### src/verilog/asc_map.svh
// Register offsets, field positions, reset values and timing values
`ifndef ASC_MAP_SVH
`define ASC_MAP_SVH

// ----------------------------------------------------------------
// Register offsets (word index on the 3-bit address port)
// ----------------------------------------------------------------
`define ASC_OFF_MODE 3'h0
`define ASC_OFF_CHAN 3'h1
`define ASC_OFF_RESULT 3'h2
`define ASC_OFF_STATUS 3'h3
`define ASC_OFF_MASK 3'h4
`define ASC_OFF_INFO 3'h5

// ----------------------------------------------------------------
// Field positions
// ----------------------------------------------------------------
`define ASC_MODE_EN_BIT 0
`define ASC_MODE_SPD_LO 1
`define ASC_MODE_SPD_HI 2
`define ASC_MODE_START_BIT 7
`define ASC_ST_DONE_BIT 0
`define ASC_ST_SUSPECT_BIT 1
`define ASC_INFO_WARM_BIT 0
`define ASC_INFO_BUSY_BIT 1

// ----------------------------------------------------------------
// Reset values
// ----------------------------------------------------------------
`define ASC_MODE_RST 8'h00
`define ASC_CHAN_RST 2'h0
`define ASC_MASK_RST 2'h0

// ----------------------------------------------------------------
// Timing, in nanoseconds, plus the sampling divider; cycle counts are derived in the module
// ----------------------------------------------------------------
`define ASC_CLK_NS 100
`define ASC_WARM_NS 14000
`define ASC_START_DLY_NS 300
`define ASC_CONV0_NS 12000
`define ASC_CONV1_NS 18000
`define ASC_CONV2_NS 24000
`define ASC_CONV3_NS 36000
`define ASC_SAMPLE_DIV 6

`endif

### src/verilog/asc_pkg.sv
// Types shared by the converter sequencing control
`default_nettype none
package asc_pkg;

  // Sequencer phases
  typedef enum logic [1:0] {
    ASC_IDLE = 2'b00,
    ASC_DELAY = 2'b01,
    ASC_SAMPLE = 2'b10,
    ASC_CONVERT = 2'b11
  } asc_state_t;

  // Interrupt status layout: done and suspect-first-result
  typedef logic [1:0] asc_irq_t;

endpackage
`default_nettype wire

### src/verilog/asc_sar_core.sv
// Successive-approximation bit trial register
`timescale 1ns/1ps
`default_nettype none

module asc_sar_core #(
  parameter int BITS = 10
) (
  input wire logic sys_clk_i,
  input wire logic rst_i,
  input wire logic abort_i,
  input wire logic start_i,
  input wire logic step_i,
  input wire logic comp_i,
  output logic [BITS-1:0] code_o,
  output logic [BITS-1:0] result_o,
  output logic done_o
);

  // ----------------------------------------------------------------
  // Trial state
  // ----------------------------------------------------------------
  logic [BITS-1:0] mask_q; // One-hot bit under trial
  logic [BITS-1:0] trial_d; // Code after judging the current bit

  // Comparator high means input above trial level: keep the bit
  always_comb begin
    trial_d = comp_i ? code_o : (code_o & ~mask_q);
  end

  // Trial code and bit pointer
  always_ff @(posedge sys_clk_i) begin
    if (rst_i || abort_i) begin
      code_o <= '0;
      mask_q <= '0;
    end else if (start_i) begin
      // Begin at mid scale
      code_o <= {1'b1, {(BITS-1){1'b0}}};
      mask_q <= {1'b1, {(BITS-1){1'b0}}};
    end else if (step_i && (mask_q != '0)) begin
      // Keep or drop this bit, then try the next lower one
      code_o <= trial_d | (mask_q >> 1);
      mask_q <= mask_q >> 1;
    end
  end

  // Finished word and its one-cycle done pulse
  always_ff @(posedge sys_clk_i) begin
    if (rst_i || abort_i) begin
      result_o <= '0;
      done_o <= 1'b0;
    end else begin
      done_o <= step_i && mask_q[0];
      if (step_i && mask_q[0]) begin
        result_o <= trial_d;
      end
    end
  end

endmodule
`default_nettype wire

### src/verilog/asc_seq_ctrl.sv
// Sequencing, timing and register control around the SAR converter
`timescale 1ns/1ps
`default_nettype none
`include "asc_map.svh"

module asc_seq_ctrl
  import asc_pkg::*;
#(
  parameter int BITS = 10,
  parameter int DW = 16
) (
  input wire logic sys_clk_i,
  input wire logic rst_i,
  input wire logic [2:0] addr_i,
  input wire logic [DW-1:0] wdata_i,
  input wire logic wr_i,
  input wire logic rd_i,
  output logic [DW-1:0] rdata_o,
  input wire logic comp_i,
  output logic comp_en_o,
  output logic sample_o,
  output logic [BITS-1:0] dac_code_o,
  output logic [1:0] chan_o,
  output logic conversion_end_irq_o,
  output logic irq_o
);

  // ----------------------------------------------------------------
  // Timing counts derived from the clock period
  // ----------------------------------------------------------------
  // Least times round up
  localparam int WARM_CYC = (`ASC_WARM_NS + `ASC_CLK_NS - 1) / `ASC_CLK_NS;
  localparam int DLY_CYC = (`ASC_START_DLY_NS + `ASC_CLK_NS - 1) / `ASC_CLK_NS;
  localparam int CONV0_CYC = `ASC_CONV0_NS / `ASC_CLK_NS;
  localparam int CONV1_CYC = `ASC_CONV1_NS / `ASC_CLK_NS;
  localparam int CONV2_CYC = `ASC_CONV2_NS / `ASC_CLK_NS;
  localparam int CONV3_CYC = `ASC_CONV3_NS / `ASC_CLK_NS;
  localparam int CW = 9; // Phase counter width, holds the longest conversion
  localparam int WW = $clog2(WARM_CYC + 1);

  // ----------------------------------------------------------------
  // Decoding helpers
  // ----------------------------------------------------------------
  // Total conversion time in cycles for a speed setting
  function automatic logic [CW-1:0] conv_cyc(input logic [1:0] spd);
    case (spd)
      2'h0: conv_cyc = CW'(CONV0_CYC);
      2'h1: conv_cyc = CW'(CONV1_CYC);
      2'h2: conv_cyc = CW'(CONV2_CYC);
      default: conv_cyc = CW'(CONV3_CYC);
    endcase
  endfunction

  // Sampling window is a sixth of the whole conversion
  function automatic logic [CW-1:0] samp_cyc(input logic [1:0] spd);
    samp_cyc = conv_cyc(spd) / CW'(`ASC_SAMPLE_DIV);
  endfunction

  // Each bit trial shares the remaining time evenly
  function automatic logic [CW-1:0] bit_cyc(input logic [1:0] spd);
    bit_cyc = (conv_cyc(spd) - samp_cyc(spd)) / CW'(BITS);
  endfunction

  // ----------------------------------------------------------------
  // Registers and internal signals
  // ----------------------------------------------------------------
  logic [7:0] mode_q; // Converter mode register
  logic [1:0] chan_q; // Channel select register
  logic [BITS-1:0] result_q; // Conversion result register
  asc_irq_t status_q; // Sticky interrupt status
  asc_irq_t mask_q; // Interrupt mask
  asc_state_t state_q; // Sequencer phase
  asc_state_t state_d;
  logic [CW-1:0] cnt_q; // Phase counter
  logic [CW-1:0] cnt_d;
  logic [WW-1:0] warm_q; // Comparator settling counter
  logic suspect_q; // Next result was started too early
  logic start_prev_q; // Start bit one cycle ago

  logic enable_bit; // comparator_enable_bit
  logic start_bit; // conversion_start_bit
  logic [1:0] speed;
  logic warm;
  logic wr_mode;
  logic wr_chan;
  logic wr_cfg;
  logic abort;
  logic core_start;
  logic core_step;
  logic core_done;
  logic [BITS-1:0] core_code;
  logic [BITS-1:0] core_result;
  logic post;
  asc_irq_t events;

  assign enable_bit = mode_q[`ASC_MODE_EN_BIT];
  assign start_bit = mode_q[`ASC_MODE_START_BIT];
  assign speed = mode_q[`ASC_MODE_SPD_HI:`ASC_MODE_SPD_LO];
  assign warm = (warm_q == WW'(WARM_CYC));
  assign wr_mode = wr_i && (addr_i == `ASC_OFF_MODE);
  assign wr_chan = wr_i && (addr_i == `ASC_OFF_CHAN);
  assign wr_cfg = wr_mode || wr_chan;
  // Any config write aborts the sequence; with the start bit set it restarts from the start delay
  assign abort = wr_cfg || !start_bit;

  // ----------------------------------------------------------------
  // Configuration registers
  // ----------------------------------------------------------------
  // Mode register
  always_ff @(posedge sys_clk_i) begin
    if (rst_i) begin
      mode_q <= `ASC_MODE_RST;
    end else if (wr_mode) begin
      mode_q <= wdata_i[7:0];
    end
  end

  // Channel select register; inputs first..last are codes 0..3
  always_ff @(posedge sys_clk_i) begin
    if (rst_i) begin
      chan_q <= `ASC_CHAN_RST;
    end else if (wr_chan) begin
      chan_q <= wdata_i[1:0];
    end
  end

  // Interrupt mask register
  always_ff @(posedge sys_clk_i) begin
    if (rst_i) begin
      mask_q <= `ASC_MASK_RST;
    end else if (wr_i && (addr_i == `ASC_OFF_MASK)) begin
      mask_q <= wdata_i[1:0];
    end
  end

  // ----------------------------------------------------------------
  // Comparator settling and early-start detection
  // ----------------------------------------------------------------
  // Counts up while enabled; dropping the enable restarts settling
  always_ff @(posedge sys_clk_i) begin
    if (rst_i || !enable_bit) begin
      warm_q <= '0;
    end else if (!warm) begin
      warm_q <= warm_q + WW'(1);
    end
  end

  // A start raised before settling ends taints the first result
  always_ff @(posedge sys_clk_i) begin
    if (rst_i) begin
      start_prev_q <= 1'b0;
      suspect_q <= 1'b0;
    end else begin
      start_prev_q <= start_bit;
      if (start_bit && !start_prev_q && (!enable_bit || !warm)) begin
        suspect_q <= 1'b1;
      end else if (post) begin
        suspect_q <= 1'b0;
      end
    end
  end

  // ----------------------------------------------------------------
  // Sequencer
  // ----------------------------------------------------------------
  // Phase decode feeding the bit trial register
  assign core_start = (state_q == ASC_SAMPLE) && (cnt_q == '0) && !abort;
  assign core_step = (state_q == ASC_CONVERT) && (cnt_q == '0) && !abort;

  // Next phase and counter
  always_comb begin
    state_d = state_q;
    cnt_d = cnt_q;
    if (abort) begin
      state_d = ASC_IDLE;
      cnt_d = '0;
    end else begin
      case (state_q)
        ASC_IDLE: begin
          // Launch waits out the start delay first
          state_d = ASC_DELAY;
          cnt_d = CW'(DLY_CYC - 1);
        end
        ASC_DELAY: begin
          if (cnt_q == '0) begin
            state_d = ASC_SAMPLE;
            cnt_d = samp_cyc(speed) - CW'(1);
          end else begin
            cnt_d = cnt_q - CW'(1);
          end
        end
        ASC_SAMPLE: begin
          if (cnt_q == '0) begin
            state_d = ASC_CONVERT;
            cnt_d = bit_cyc(speed) - CW'(1);
          end else begin
            cnt_d = cnt_q - CW'(1);
          end
        end
        ASC_CONVERT: begin
          if (core_done) begin
            // Back-to-back repeat on the same channel
            state_d = ASC_SAMPLE;
            cnt_d = samp_cyc(speed) - CW'(1);
          end else if (cnt_q == '0) begin
            cnt_d = bit_cyc(speed) - CW'(1);
          end else begin
            cnt_d = cnt_q - CW'(1);
          end
        end
        default: begin
          state_d = ASC_IDLE;
          cnt_d = '0;
        end
      endcase
    end
  end

  // Phase registers
  always_ff @(posedge sys_clk_i) begin
    if (rst_i) begin
      state_q <= ASC_IDLE;
      cnt_q <= '0;
    end else begin
      state_q <= state_d;
      cnt_q <= cnt_d;
    end
  end

  // ----------------------------------------------------------------
  // Bit trial register
  // ----------------------------------------------------------------
  asc_sar_core #(
    .BITS(BITS)
  ) u_core (
    .sys_clk_i(sys_clk_i),
    .rst_i(rst_i),
    .abort_i(abort),
    .start_i(core_start),
    .step_i(core_step),
    .comp_i(comp_i),
    .code_o(core_code),
    .result_o(core_result),
    .done_o(core_done)
  );

  // ----------------------------------------------------------------
  // Result posting
  // ----------------------------------------------------------------
  // A finished word posts unless a config write lands in the same cycle
  assign post = core_done && !wr_cfg;

  // Result register: a word finished one cycle before a channel
  // rewrite still posts, and the rewrite then zeroes it
  always_ff @(posedge sys_clk_i) begin
    if (rst_i) begin
      result_q <= '0;
    end else if (wr_cfg) begin
      // Contents are not meaningful after reconfiguring; zero is chosen
      result_q <= '0;
    end else if (post) begin
      result_q <= core_result;
    end
  end

  // Events: completion, and completion of a tainted first word
  assign events = {post && suspect_q, post};

  // Sticky status, write one to clear; a new event beats the clear.
  // A channel write alone never touches it.
  always_ff @(posedge sys_clk_i) begin
    if (rst_i) begin
      status_q <= '0;
    end else if (wr_i && (addr_i == `ASC_OFF_STATUS)) begin
      status_q <= (status_q & ~wdata_i[1:0]) | events;
    end else begin
      status_q <= status_q | events;
    end
  end

  // ----------------------------------------------------------------
  // Register read port
  // ----------------------------------------------------------------
  // Data is taken from the old register value, so a read in the cycle
  // of posting sees the prior word and the new one lands after it
  always_ff @(posedge sys_clk_i) begin
    if (rst_i) begin
      rdata_o <= '0;
    end else if (rd_i) begin
      case (addr_i)
        `ASC_OFF_MODE: rdata_o <= DW'(mode_q);
        `ASC_OFF_CHAN: rdata_o <= DW'(chan_q);
        `ASC_OFF_RESULT: rdata_o <= DW'(result_q);
        `ASC_OFF_STATUS: rdata_o <= DW'(status_q);
        `ASC_OFF_MASK: rdata_o <= DW'(mask_q);
        `ASC_OFF_INFO: rdata_o <= DW'({state_q != ASC_IDLE, warm});
        default: rdata_o <= '0; // Unmapped reads zero
      endcase
    end else begin
      rdata_o <= '0;
    end
  end

  // ----------------------------------------------------------------
  // Outputs toward the analog side and the processor
  // ----------------------------------------------------------------
  // Analog controls, registered for glitch-free switching
  always_ff @(posedge sys_clk_i) begin
    if (rst_i) begin
      comp_en_o <= 1'b0;
      sample_o <= 1'b0;
      dac_code_o <= '0;
      chan_o <= '0;
    end else begin
      comp_en_o <= enable_bit;
      sample_o <= (state_d == ASC_SAMPLE);
      dac_code_o <= core_code;
      chan_o <= chan_q;
    end
  end

  // Interrupt lines: a one-cycle completion pulse and a masked level
  always_ff @(posedge sys_clk_i) begin
    if (rst_i) begin
      conversion_end_irq_o <= 1'b0;
      irq_o <= 1'b0;
    end else begin
      conversion_end_irq_o <= post;
      irq_o <= |(status_q & mask_q);
    end
  end

endmodule
`default_nettype wire

### config.mk
export PLATFORM = sky130hd
export DESIGN_NAME = asc_seq_ctrl
export DESIGN_NICKNAME = d
export VERILOG_FILES = /design/src/verilog/asc_pkg.sv /design/src/verilog/asc_sar_core.sv /design/src/verilog/asc_seq_ctrl.sv
export VERILOG_INCLUDE_DIRS = /design/src /design/src/verilog
export SDC_FILE = /design/constraint.sdc
export NUM_CORES = 1
export LEC_CHECK = 0
export ABC_AREA = 1
export BUFFER_PORTS_ARGS = -buffer_cell sky130_fd_sc_hd__buf_2
export CAP_MARGIN = 5
export CORE_MARGIN = 2
export CORE_UTILIZATION = 30
export DETAILED_ROUTE_END_ITERATION = 16
export MAX_ROUTING_LAYER = met4
export PLACE_DENSITY = 0.48
export SLEW_MARGIN = 0
export SYNTH_ARGS = -nofsm -noshare
export SYNTH_HDL_FRONTEND = slang
export SYNTH_SLANG_ARGS = --single-unit
### constraint.sdc
create_clock -name sys_clk_i -period 2.09 [get_ports sys_clk_i]
set_clock_uncertainty 0.2 [all_clocks]
set_input_delay 0.418 -clock sys_clk_i [delete_from_list [all_inputs] [get_ports sys_clk_i]]
set_output_delay 0.418 -clock sys_clk_i [all_outputs]
set_load 0.02 [all_outputs]
Yosys cells after proc, flatten, opt, wreduce, memory -nomap -nowiden
Cells that the tools add are included.
- bits in registers: 108
- output and inout bits: 32
- word-level logic and storage cells: 127
- input port bits: 24
- multiplexer cells: 31
- equality and inequality tests: 12
- divide/modulo/power cells: 6
- bitwise operators: 9
- $add $sub $neg: 8
- reductions and logical operators: 38
- operator list (kind ; count):
    two-way mux 9 bit ; 15
    case mux 10 bit (6 select lines) ; 1
    two-way mux 10 bit ; 5
    subtractor 9 x 1 -> 9 bit, second input constant ; 5
    divider 9 x 3 -> 9 bit, second input constant ; 4
    case mux 9 bit (4 select lines) ; 1
    case mux 9 bit (3 select lines) ; 1
    divider 9 x 4 -> 9 bit, second input constant ; 2
    subtractor 9 bit ; 2
    logical AND 1 bit ; 14
    bitwise AND 10 bit ; 1
    two-way mux 2 bit ; 5
    inverter 10 bit ; 1
    OR 10 x 9 -> 10 bit ; 1
    nonzero test 10 bit ; 1
    OR reduction 2 bit ; 5
    logical NOT 9 bit ; 1
    adder 8 x 1 -> 8 bit, second input constant ; 1
    equality test 2 bit, second input constant ; 4
    equality test 8 bit, second input constant ; 1
    case mux 2 bit (4 select lines) ; 1
    equality test 3 x 2 -> 1 bit, second input constant ; 2
    equality test 3 bit, second input constant ; 2
    logical NOT 1 bit ; 6
    other kinds (11) ; 22

Longest topological paths before layout
Gate-level depths: netlist of the first run.
- depth in word-level cells: 13
- mapped depth: 12
- mapped depth without buffers: 12

Hierarchy
From an unflattened synthesis of the first run, not the netlist that was laid out.
- cells, all modules: 614
- area, all modules: 4654.5 sq um
- modules (own cells, without submodules) (module ; seq. area each (sq um) ; area each (sq um) ; cells an instance ; instances):
    asc_seq_ctrl ; 1421.4 ; 3378.2 ; 447 ; 1
    asc_sar_core ; 620.6 ; 1276.2 ; 167 ; 1

Least setup slack after synthesis of the first run
OpenSTA, ideal clock, no wires.
- path kind: register to register
- start: register cnt_q[0]
- end: register u_core.mask_q[9]
- buffers on the path: 1
- path slack: 0.257 ns
- library setup time: 0.117 ns
- data arrival time: 1.516 ns
- period minus slack after synthesis: 1.833 ns
- required time: 1.773 ns
- stages on the path, launching flop included: 11
- cell sequence: dfxtp_1 -> inv_1 -> ha_1 -> nand2_1 -> nor2_2 -> nand3_2 -> nor2_1 -> nand3_2 -> buf_2 -> a21oi_1 -> nor2_1
- word-level cells in the longest chain between the ends: 5
- elaborated cells on any way between the ends: 8
- classes of those cells: mux: 1; reduce/logical: 7
- RTL lines (what ; line ; source):
    start, declared ; asc_seq_ctrl.sv:74 ; logic [CW-1:0] cnt_q;
    start signal, assigned ; asc_seq_ctrl.sv:226 ; cnt_q <= cnt_d;
    logical NOT 9 bit (*) ; asc_seq_ctrl.sv:167, asc_seq_ctrl.sv:168 ;
    logical AND 1 bit (2 in a row) ; asc_seq_ctrl.sv:168 ; assign core_step = (state_q == ASC_CONVERT) && (cnt_q == '0) && !abort;
    logical AND 1 bit ; asc_sar_core.sv:39 ; end else if (step_i && (mask_q != '0)) begin
    nonzero test 2 bit (no line) ; n/a ;
    end signal, assigned ; asc_sar_core.sv:38 ; mask_q <= {1'b1, {(BITS-1){1'b0}}};
    end signal, assigned ; asc_sar_core.sv:42 ; mask_q <= mask_q >> 1;
    end, declared ; asc_sar_core.sv:22 ; logic [BITS-1:0] mask_q;
Mark *: on every way between the ends. The rest lies on a longest branch, timed or not.
A chain may end at the register's enable or synchronous reset.

Worst setup path in the final report of the first run
- start: register cnt_q[0]
- end: register u_core.result_o[0]
- word-level cells in the longest chain between the ends: 4
- RTL lines (what ; line ; source):
    logical NOT 9 bit ; asc_seq_ctrl.sv:168 ;
    logical AND 1 bit (2 in a row) ; asc_seq_ctrl.sv:168 ;
    logical AND 1 bit ; asc_sar_core.sv:53 ; if (step_i && mask_q[0]) begin
    end signal, assigned ; asc_sar_core.sv:54 ; result_o <= trial_d;
    end, declared ; asc_sar_core.sv:15 ; output logic [BITS-1:0] result_o,
Every way passes these cells.

==> results of run 1 <==
synth_stat cells:
cell,instances
a211oi_1,12
o211ai_1,3
nand2_2,4
conb_1,1
xnor2_1,3
nor2_2,4
nand4_1,4
nor3_1,12
o21a_1,1
nand3b_1,1
xor2_1,4
inv_2,3
buf_6,4
and3_1,1
nand2_4,3
o22ai_1,2
buf_2,4
clkbuf_1,6
ha_1,15
nor2_4,3
or2_2,8
nor2_8,1
nor2_1,54
o21ai_0,29
a22oi_1,1
clkinv_2,1
nand3_4,1
buf_4,7
inv_1,79
dfxtp_1,102
a21oi_1,71
a41oi_1,1
nand3_2,3
nand2_1,120
nand3_1,59
a31oi_1,1
where the power goes:
group,switching (W),leakage (nW),total [W],internal (W)
combinational,0.000126,1.39,0.000185,0.0000597
sequential,0.00000654,0.822,0.00196,0.00195
clock,0.000756,0.143,0.00172,0.000969
worst max-delay path, delay by kind of cell (launching register included):
family	cells	cell delay, ps
buffers and inverters	3	460
AO/OA/AOI/OAI	1	70
flip-flops	1	330
adder cells (fa/ha/maj)	1	180
AND/OR/NAND/NOR	6	590
logic make-up (layout without fill, tap and decap cells):
kind of cell             after synthesis  count (layout)  share of synthesized area
AO/OA/AOI/OAI                        121             121                      0.140
XOR/XNOR                               7               7                     0.0131
adder cells (fa/ha/maj)               15              15                     0.0401
buffers and inverters                104             167                     0.0967
flip-flops                           102             102                      0.436
other                                  1               6                   0.000800
AND/OR/NAND/NOR                      278             278                      0.274
layer usage:
| metal | GRT usage | vias to the layer above | wire length, µm |
|---|---|---|---|
| li1 | - | 2152 | - |
| met1 | 0.208 | 1887 | 5860 |
| met2 | 0.220 | 87 | 5090 |
| met3 | 0.0387 | 10 | 505 |
| met4 | 0.0480 | 0 | 149 |
| met5 | - | - | 0 |
flip-flops by register name, indices dropped and copies added (netlist names), 8 cells and up:
name,flops
cnt_q,9
dac_code_o,10
mode_q,8
rdata_o,10
result_q,10
u_core.code_o,10
u_core.mask_q,10
u_core.result_o,10
warm_q,8
cell usage in the layout, fill, tap and decap left out, types with 4 or more instances in the layout:
cell and count:
a21oi_1 71, ha_1 13, or2_2 8, nor3_1 11, nand2_2 5, nand4_1 4
a211oi_1 11, inv_1 79, nor2_1 54, nand3_1 59, buf_4 24, buf_2 41
dfxtp_1 102, clkbuf_16 9, xor2_1 4, nor2_2 4, conb_1 6, nand2_1 119
o21ai_0 29
worst max path at each step:
| stage | cells after the start | slack, ps | end |
|---|---|---|---|
| 2_1_floorplan | 10 | 260 | u_core.mask_q[9] |
| 3_3_place_gp | 10 | 70 | u_core.code_o[4] |
| 4_1_cts | 11 | 50 | u_core.code_o[5] |
| 3_5_place_dp | 10 | 50 | u_core.code_o[8] |
| 5_1_grt | 10 | 8 | cnt_q[6] |
| 6_report | 11 | 150 | u_core.result_o[0] |
layout make-up:
| cell class | count | area (µm²) | share of cell area |
|---|---|---|---|
| Inverter | 83 | 313 | 0.0558 |
| Tap cell | 211 | 264 | 0.0471 |
| Sequential cell | 102 | 2040 | 0.364 |
| Timing Repair Buffer | 68 | 445 | 0.0795 |
| Clock inverter | 4 | 55.1 | 0.00983 |
| Multi-Input combinational cell | 427 | 2240 | 0.399 |
| Clock buffer | 12 | 246 | 0.0440 |
through the flow:
stage,std cells,hold slack [ps]
global route,907,83.6
detailed placement,889,241
floorplan,633,213
CTS,905,84.5
finish,907,82.8
global placement,889,237
what timing repair did:
action | 4_1_cts | 5_1_grt
setup endpoints to repair | 0 | 28
resized for setup | 0 | 6
setup buffers | 0 | 2
==> impl_metrics.env, run 1 <==
export IMPL_status="finished, final reports clean"
export IMPL_routed_via_density=4.56
export IMPL_drtIter0Drc=246
export IMPL_synth_top_area_share=0.436
export IMPL_cp_slowest_stage_delay_ps=330
export IMPL_hpwl_mm=8.62
export IMPL_dr_pass1_iters=5
export IMPL_critPathKind="register to register"
export IMPL_grt_pass1_vias=3909
export IMPL_placed_area_um2=5260
export IMPL_holdPathEnd="mode_q[7]"
export IMPL_slew_headroom=0.643
export IMPL_min_from="rst_i"
export IMPL_arrival_ps=1980
export IMPL_synth_cell_area_um2=4690
export IMPL_yosysSeqAreaShare=0.436
export IMPL_die_w_um=129
export IMPL_numPortBuffers=41
export IMPL_max_freq_mhz=516
export IMPL_hp_class="primary input to register"
export IMPL_cts_buffers=9
export IMPL_ys_types=36
export IMPL_worst_slack_ps=153
export IMPL_cp_required_ps=2140
export IMPL_tritoncts="yes"
export IMPL_finalInstanceArea_um2=5600
export IMPL_r2r_end="u_core.result_o[0]"
export IMPL_hold_buffers=0
export IMPL_fin_tns_setup_ps=0
export IMPL_die_h_um=129
export IMPL_htree_num_levels=3
export IMPL_finalSetupViolCount=0
export IMPL_core_area_um2=15300
export IMPL_grt_max_degree=20
export IMPL_finalCritPeriodShare=0.927
export IMPL_r2r_start="cnt_q[0]"
export IMPL_synth_area_leaders="dfxtp_1 44%, nand2_1 9.6%, a21oi_1 7.6%"
export IMPL_nNetsFinal=730
export IMPL_nFillCells=1624
export IMPL_clock_root_buffer="clkbuf_16"
export IMPL_rows=45
export IMPL_r2r_slack_ps=150
export IMPL_pre_cts_ws_ps=46.6
export IMPL_crit_start="cnt_q[0]"
export IMPL_finalMaxSlewViolations=0
export IMPL_area_growth_pct=19.6
export IMPL_ant_nets=0
export IMPL_netlist_instances=628
export IMPL_cts_sinks=102
export IMPL_ys_ff_latch=102
export IMPL_gp_congestion=0.864
export IMPL_grt_ovfl_total=0
export IMPL_start_util=0.307
export IMPL_hold_violations=0
export IMPL_drive_gt1_frac=0.170
export IMPL_grt_pass1_wl_mm=19.3
export IMPL_wl_mm=11.6
export IMPL_drc=0
export IMPL_worstMarginPinSlew_ps=533
export IMPL_die_area_um2=16600
export IMPL_antenna_found_initial=0
export IMPL_clk_pin_slew_ps=70
export IMPL_ys_warn_count=0
export IMPL_cpMaxStageDelayCell="dfxtp_1"
export IMPL_n_antenna_cell=0
export IMPL_crit_top_cell="nand2_1"
export IMPL_min_path_cells=2
export IMPL_r2r_cells=11
export IMPL_maxCapViolCount=0
export IMPL_wl_per_cell_um=12.8
export IMPL_vias=4136
export IMPL_syn_avg_cell_area_um2=7.46
export IMPL_p_total_w=0.00387
export IMPL_cp_start_kind="register"
export IMPL_worstPathCellList="inv_1, ha_4, nand2_1, nor2_2, nand3_2, buf_4, nor3_2, buf_4, nand2_1, nand2_1, o21ai_0"
export IMPL_track_usage=0.152
export IMPL_synth_top_area_cell="dfxtp_1"
export IMPL_clk_path_buf_depth=2
export IMPL_clock_latency_ps=360
export IMPL_power_density_nw_per_um2=691
export IMPL_utilization=0.367
export IMPL_rsz0062_at_grt="false"
export IMPL_top_level_ports=56
export IMPL_ir_drop_mv=0.403
export IMPL_p_leak_nw=2.35
export IMPL_crit_path_max_fanout=7
export IMPL_crit_path_end_kind="register"
export IMPL_min_period_ps=1940
Note: power is estimated with default switching activity, not from simulation.
==> inputs of run 2 (changes only) <==
--- a/config.mk
+++ b/config.mk
@@ -13,7 +13,6 @@
 export CORE_UTILIZATION = 30
 export DETAILED_ROUTE_END_ITERATION = 16
 export MAX_ROUTING_LAYER = met4
-export PLACE_DENSITY = 0.48
 export SLEW_MARGIN = 0
 export SYNTH_ARGS = -nofsm -noshare
 export SYNTH_HDL_FRONTEND = slang
==> run 2 against run 1 <==
  * Via count up 0.19%
  * Largest cell class unchanged
  * Clock power down 3%
  * Flip-flop and latch count unchanged
  * Worst hold slack better by 18 ps
  * Power down 1.7%
  * Combinational power up 2%
  * Worst setup slack better by 19 ps
  * Register-to-register slack better by 20 ps
  * Non-clock buffer count up 7
==> impl_metrics.env, run 2 (synthesis results as in run 1) <==
export IMPL_grt_pass1_vias=3729
export IMPL_rows=45
export IMPL_vias=4144
export IMPL_final_cells=915
export IMPL_crit_path_max_fanout=8
export IMPL_top_level_ports=56
export IMPL_p_leak_nw=2.39
export IMPL_hpwl_mm=8.13
export IMPL_clock_root_buffer="clkbuf_16"
export IMPL_tritoncts="yes"
export IMPL_nFillCells=1596
export IMPL_min_period_ps=1920
export IMPL_critPathKind="register to register"
export IMPL_cts_sinks=102
export IMPL_drive_gt1_frac=0.182
export IMPL_min_from="rst_i"
export IMPL_placed_area_um2=5290
export IMPL_hold_buffers=0
export IMPL_start_util=0.307
export IMPL_holdWs_ps=101
export IMPL_cp_required_ps=2170
export IMPL_area_growth_pct=20.5
export IMPL_power_density_nw_per_um2=674
export IMPL_finalInstanceArea_um2=5650
export IMPL_status="finished, final reports clean"
export IMPL_worstPathCellList="inv_1, ha_1, nand2_1, nor2_4, nand2_4, clkinv_2, nand2_4, nor2_4, buf_12, nand3_1, a21oi_1"
export IMPL_antenna_found_initial=0
export IMPL_wl_met1_mm=5.75
export IMPL_hold_violations=0
export IMPL_cts_buffers=9
export IMPL_ant_nets=0
export IMPL_p_total_w=0.00380
export IMPL_maxCapViolCount=0
export IMPL_core_area_um2=15300
export IMPL_cpMaxStageDelayCell="dfxtp_1"
export IMPL_drc=0
export IMPL_finalCritPeriodShare=0.918
export IMPL_die_w_um=129
export IMPL_final_cell_mix="119 x nand2_1, 102 x dfxtp_1, 79 x inv_1"
export IMPL_clock_latency_ps=350
export IMPL_finalSetupViolCount=0
export IMPL_crit_start="cnt_q[0]"
export IMPL_r2r_start="cnt_q[0]"
export IMPL_clk_path_buf_depth=2
export IMPL_die_h_um=129
export IMPL_cp_start_kind="register"
export IMPL_n_antenna_cell=0
export IMPL_hp_class="primary input to register"
export IMPL_routed_via_density=4.53
export IMPL_dp_cells=895
export IMPL_grt_ovfl_total=0
export IMPL_wl_mm=11.1
export IMPL_highest_layer="met4"
export IMPL_route_met2_wl_mm=4.77
export IMPL_crit_path_end_kind="register"
export IMPL_finalMaxSlewViolations=0
export IMPL_arrival_ps=2000
export IMPL_ir_drop_mv=0.433
export IMPL_die_area_um2=16600
export IMPL_utilization=0.370
export IMPL_dr_wl_met3_um=447
export IMPL_max_freq_mhz=521
export IMPL_drtIter0Drc=231
export IMPL_grt_max_degree=19
export IMPL_htree_num_levels=3
export IMPL_cp_slowest_stage_delay_ps=350
export IMPL_grt_pass1_wl_mm=18.2
export IMPL_gp_congestion=0.878
export IMPL_track_usage=0.142
export IMPL_numPortBuffers=41
export IMPL_wl_per_cell_um=12.2
export IMPL_nNetsFinal=738
export IMPL_dr_pass1_iters=5
export IMPL_clk_pin_slew_ps=70
export IMPL_mostFrequentLayoutCell="nand2_1"
## run 2: changes by cell type in the layout (fill, tap and decap cells not counted)
| cell | previous run | this run |
|---|---|---|
| buf_4 | 24 | 31 |
| clkbuf_1 | 2 | 0 |
| buf_12 | 3 | 2 |
| buf_6 | 0 | 1 |
| bufinv_16 | 1 | 0 |
| clkbuf_8 | 1 | 2 |
| clkinv_2 | 1 | 2 |
| ha_1 | 13 | 12 |
| ha_2 | 1 | 2 |
| inv_8 | 0 | 1 |
| nor2_4 | 3 | 4 |
| nor3_1 | 11 | 12 |
| nor3_2 | 1 | 0 |
## run 2: per-layer routing
metal  up-vias  global-route usage
li1       2166                   -
met1      1876               0.191
met2        92               0.207
met3        10              0.0366
met4         0              0.0505
met5         -                   -
## run 2: layout make-up
type	instances	area [µm²]	share of cell area
inverters	83	313	0.0554
multi-input cells	428	2250	0.398
flip-flops and latches	102	2040	0.362
well taps	211	264	0.0467
clock inverters	5	41.3	0.00731
repair buffers	75	489	0.0866
clock buffers	11	253	0.0447
## run 2: stage by stage
step | TNS, ps | setup WS, ps
floorplan | 0 | 257
finish | 0 | 172
global route | -0.504 | -0.504
detailed placement | 0 | 128
CTS | 0 | 108
global placement | 0 | 132
## run 2: worst paths after layout
kind                           end  slack (ps)  cells past startpoint
setup / recovery  u_core.code_o[3]         170                     11
hold / removal        start_prev_q         100                      2
setup reg to reg  u_core.code_o[3]         170                     11
hold reg to reg          mode_q[6]         250                      2
## run 2: what timing repair did
item                                    4_1_cts  5_1_grt
setup buffers                                 0        3
gates resized for setup                       0        7
endpoints found under the setup margin        0       25
## run 2: report_power, final
| part | leakage [nW] | switching [W] | total, W | internal (W) |
|---|---|---|---|---|
| logic | 1.42 | 0.000125 | 0.000189 | 0.0000637 |
| clock network | 0.144 | 0.000769 | 0.00166 | 0.000886 |
| registers | 0.822 | 0.00000707 | 0.00196 | 0.00195 |
| total | 2.39 | 0.000901 | 0.00380 | 0.00290 |
## run 2: critical path: cells and delay by family (launching register included)
family | cells | cell delay [ps]
flops | 1 | 350
simple gates | 6 | 690
buf+inv | 3 | 280
compound gates | 1 | 160
fa+ha+maj | 1 | 180
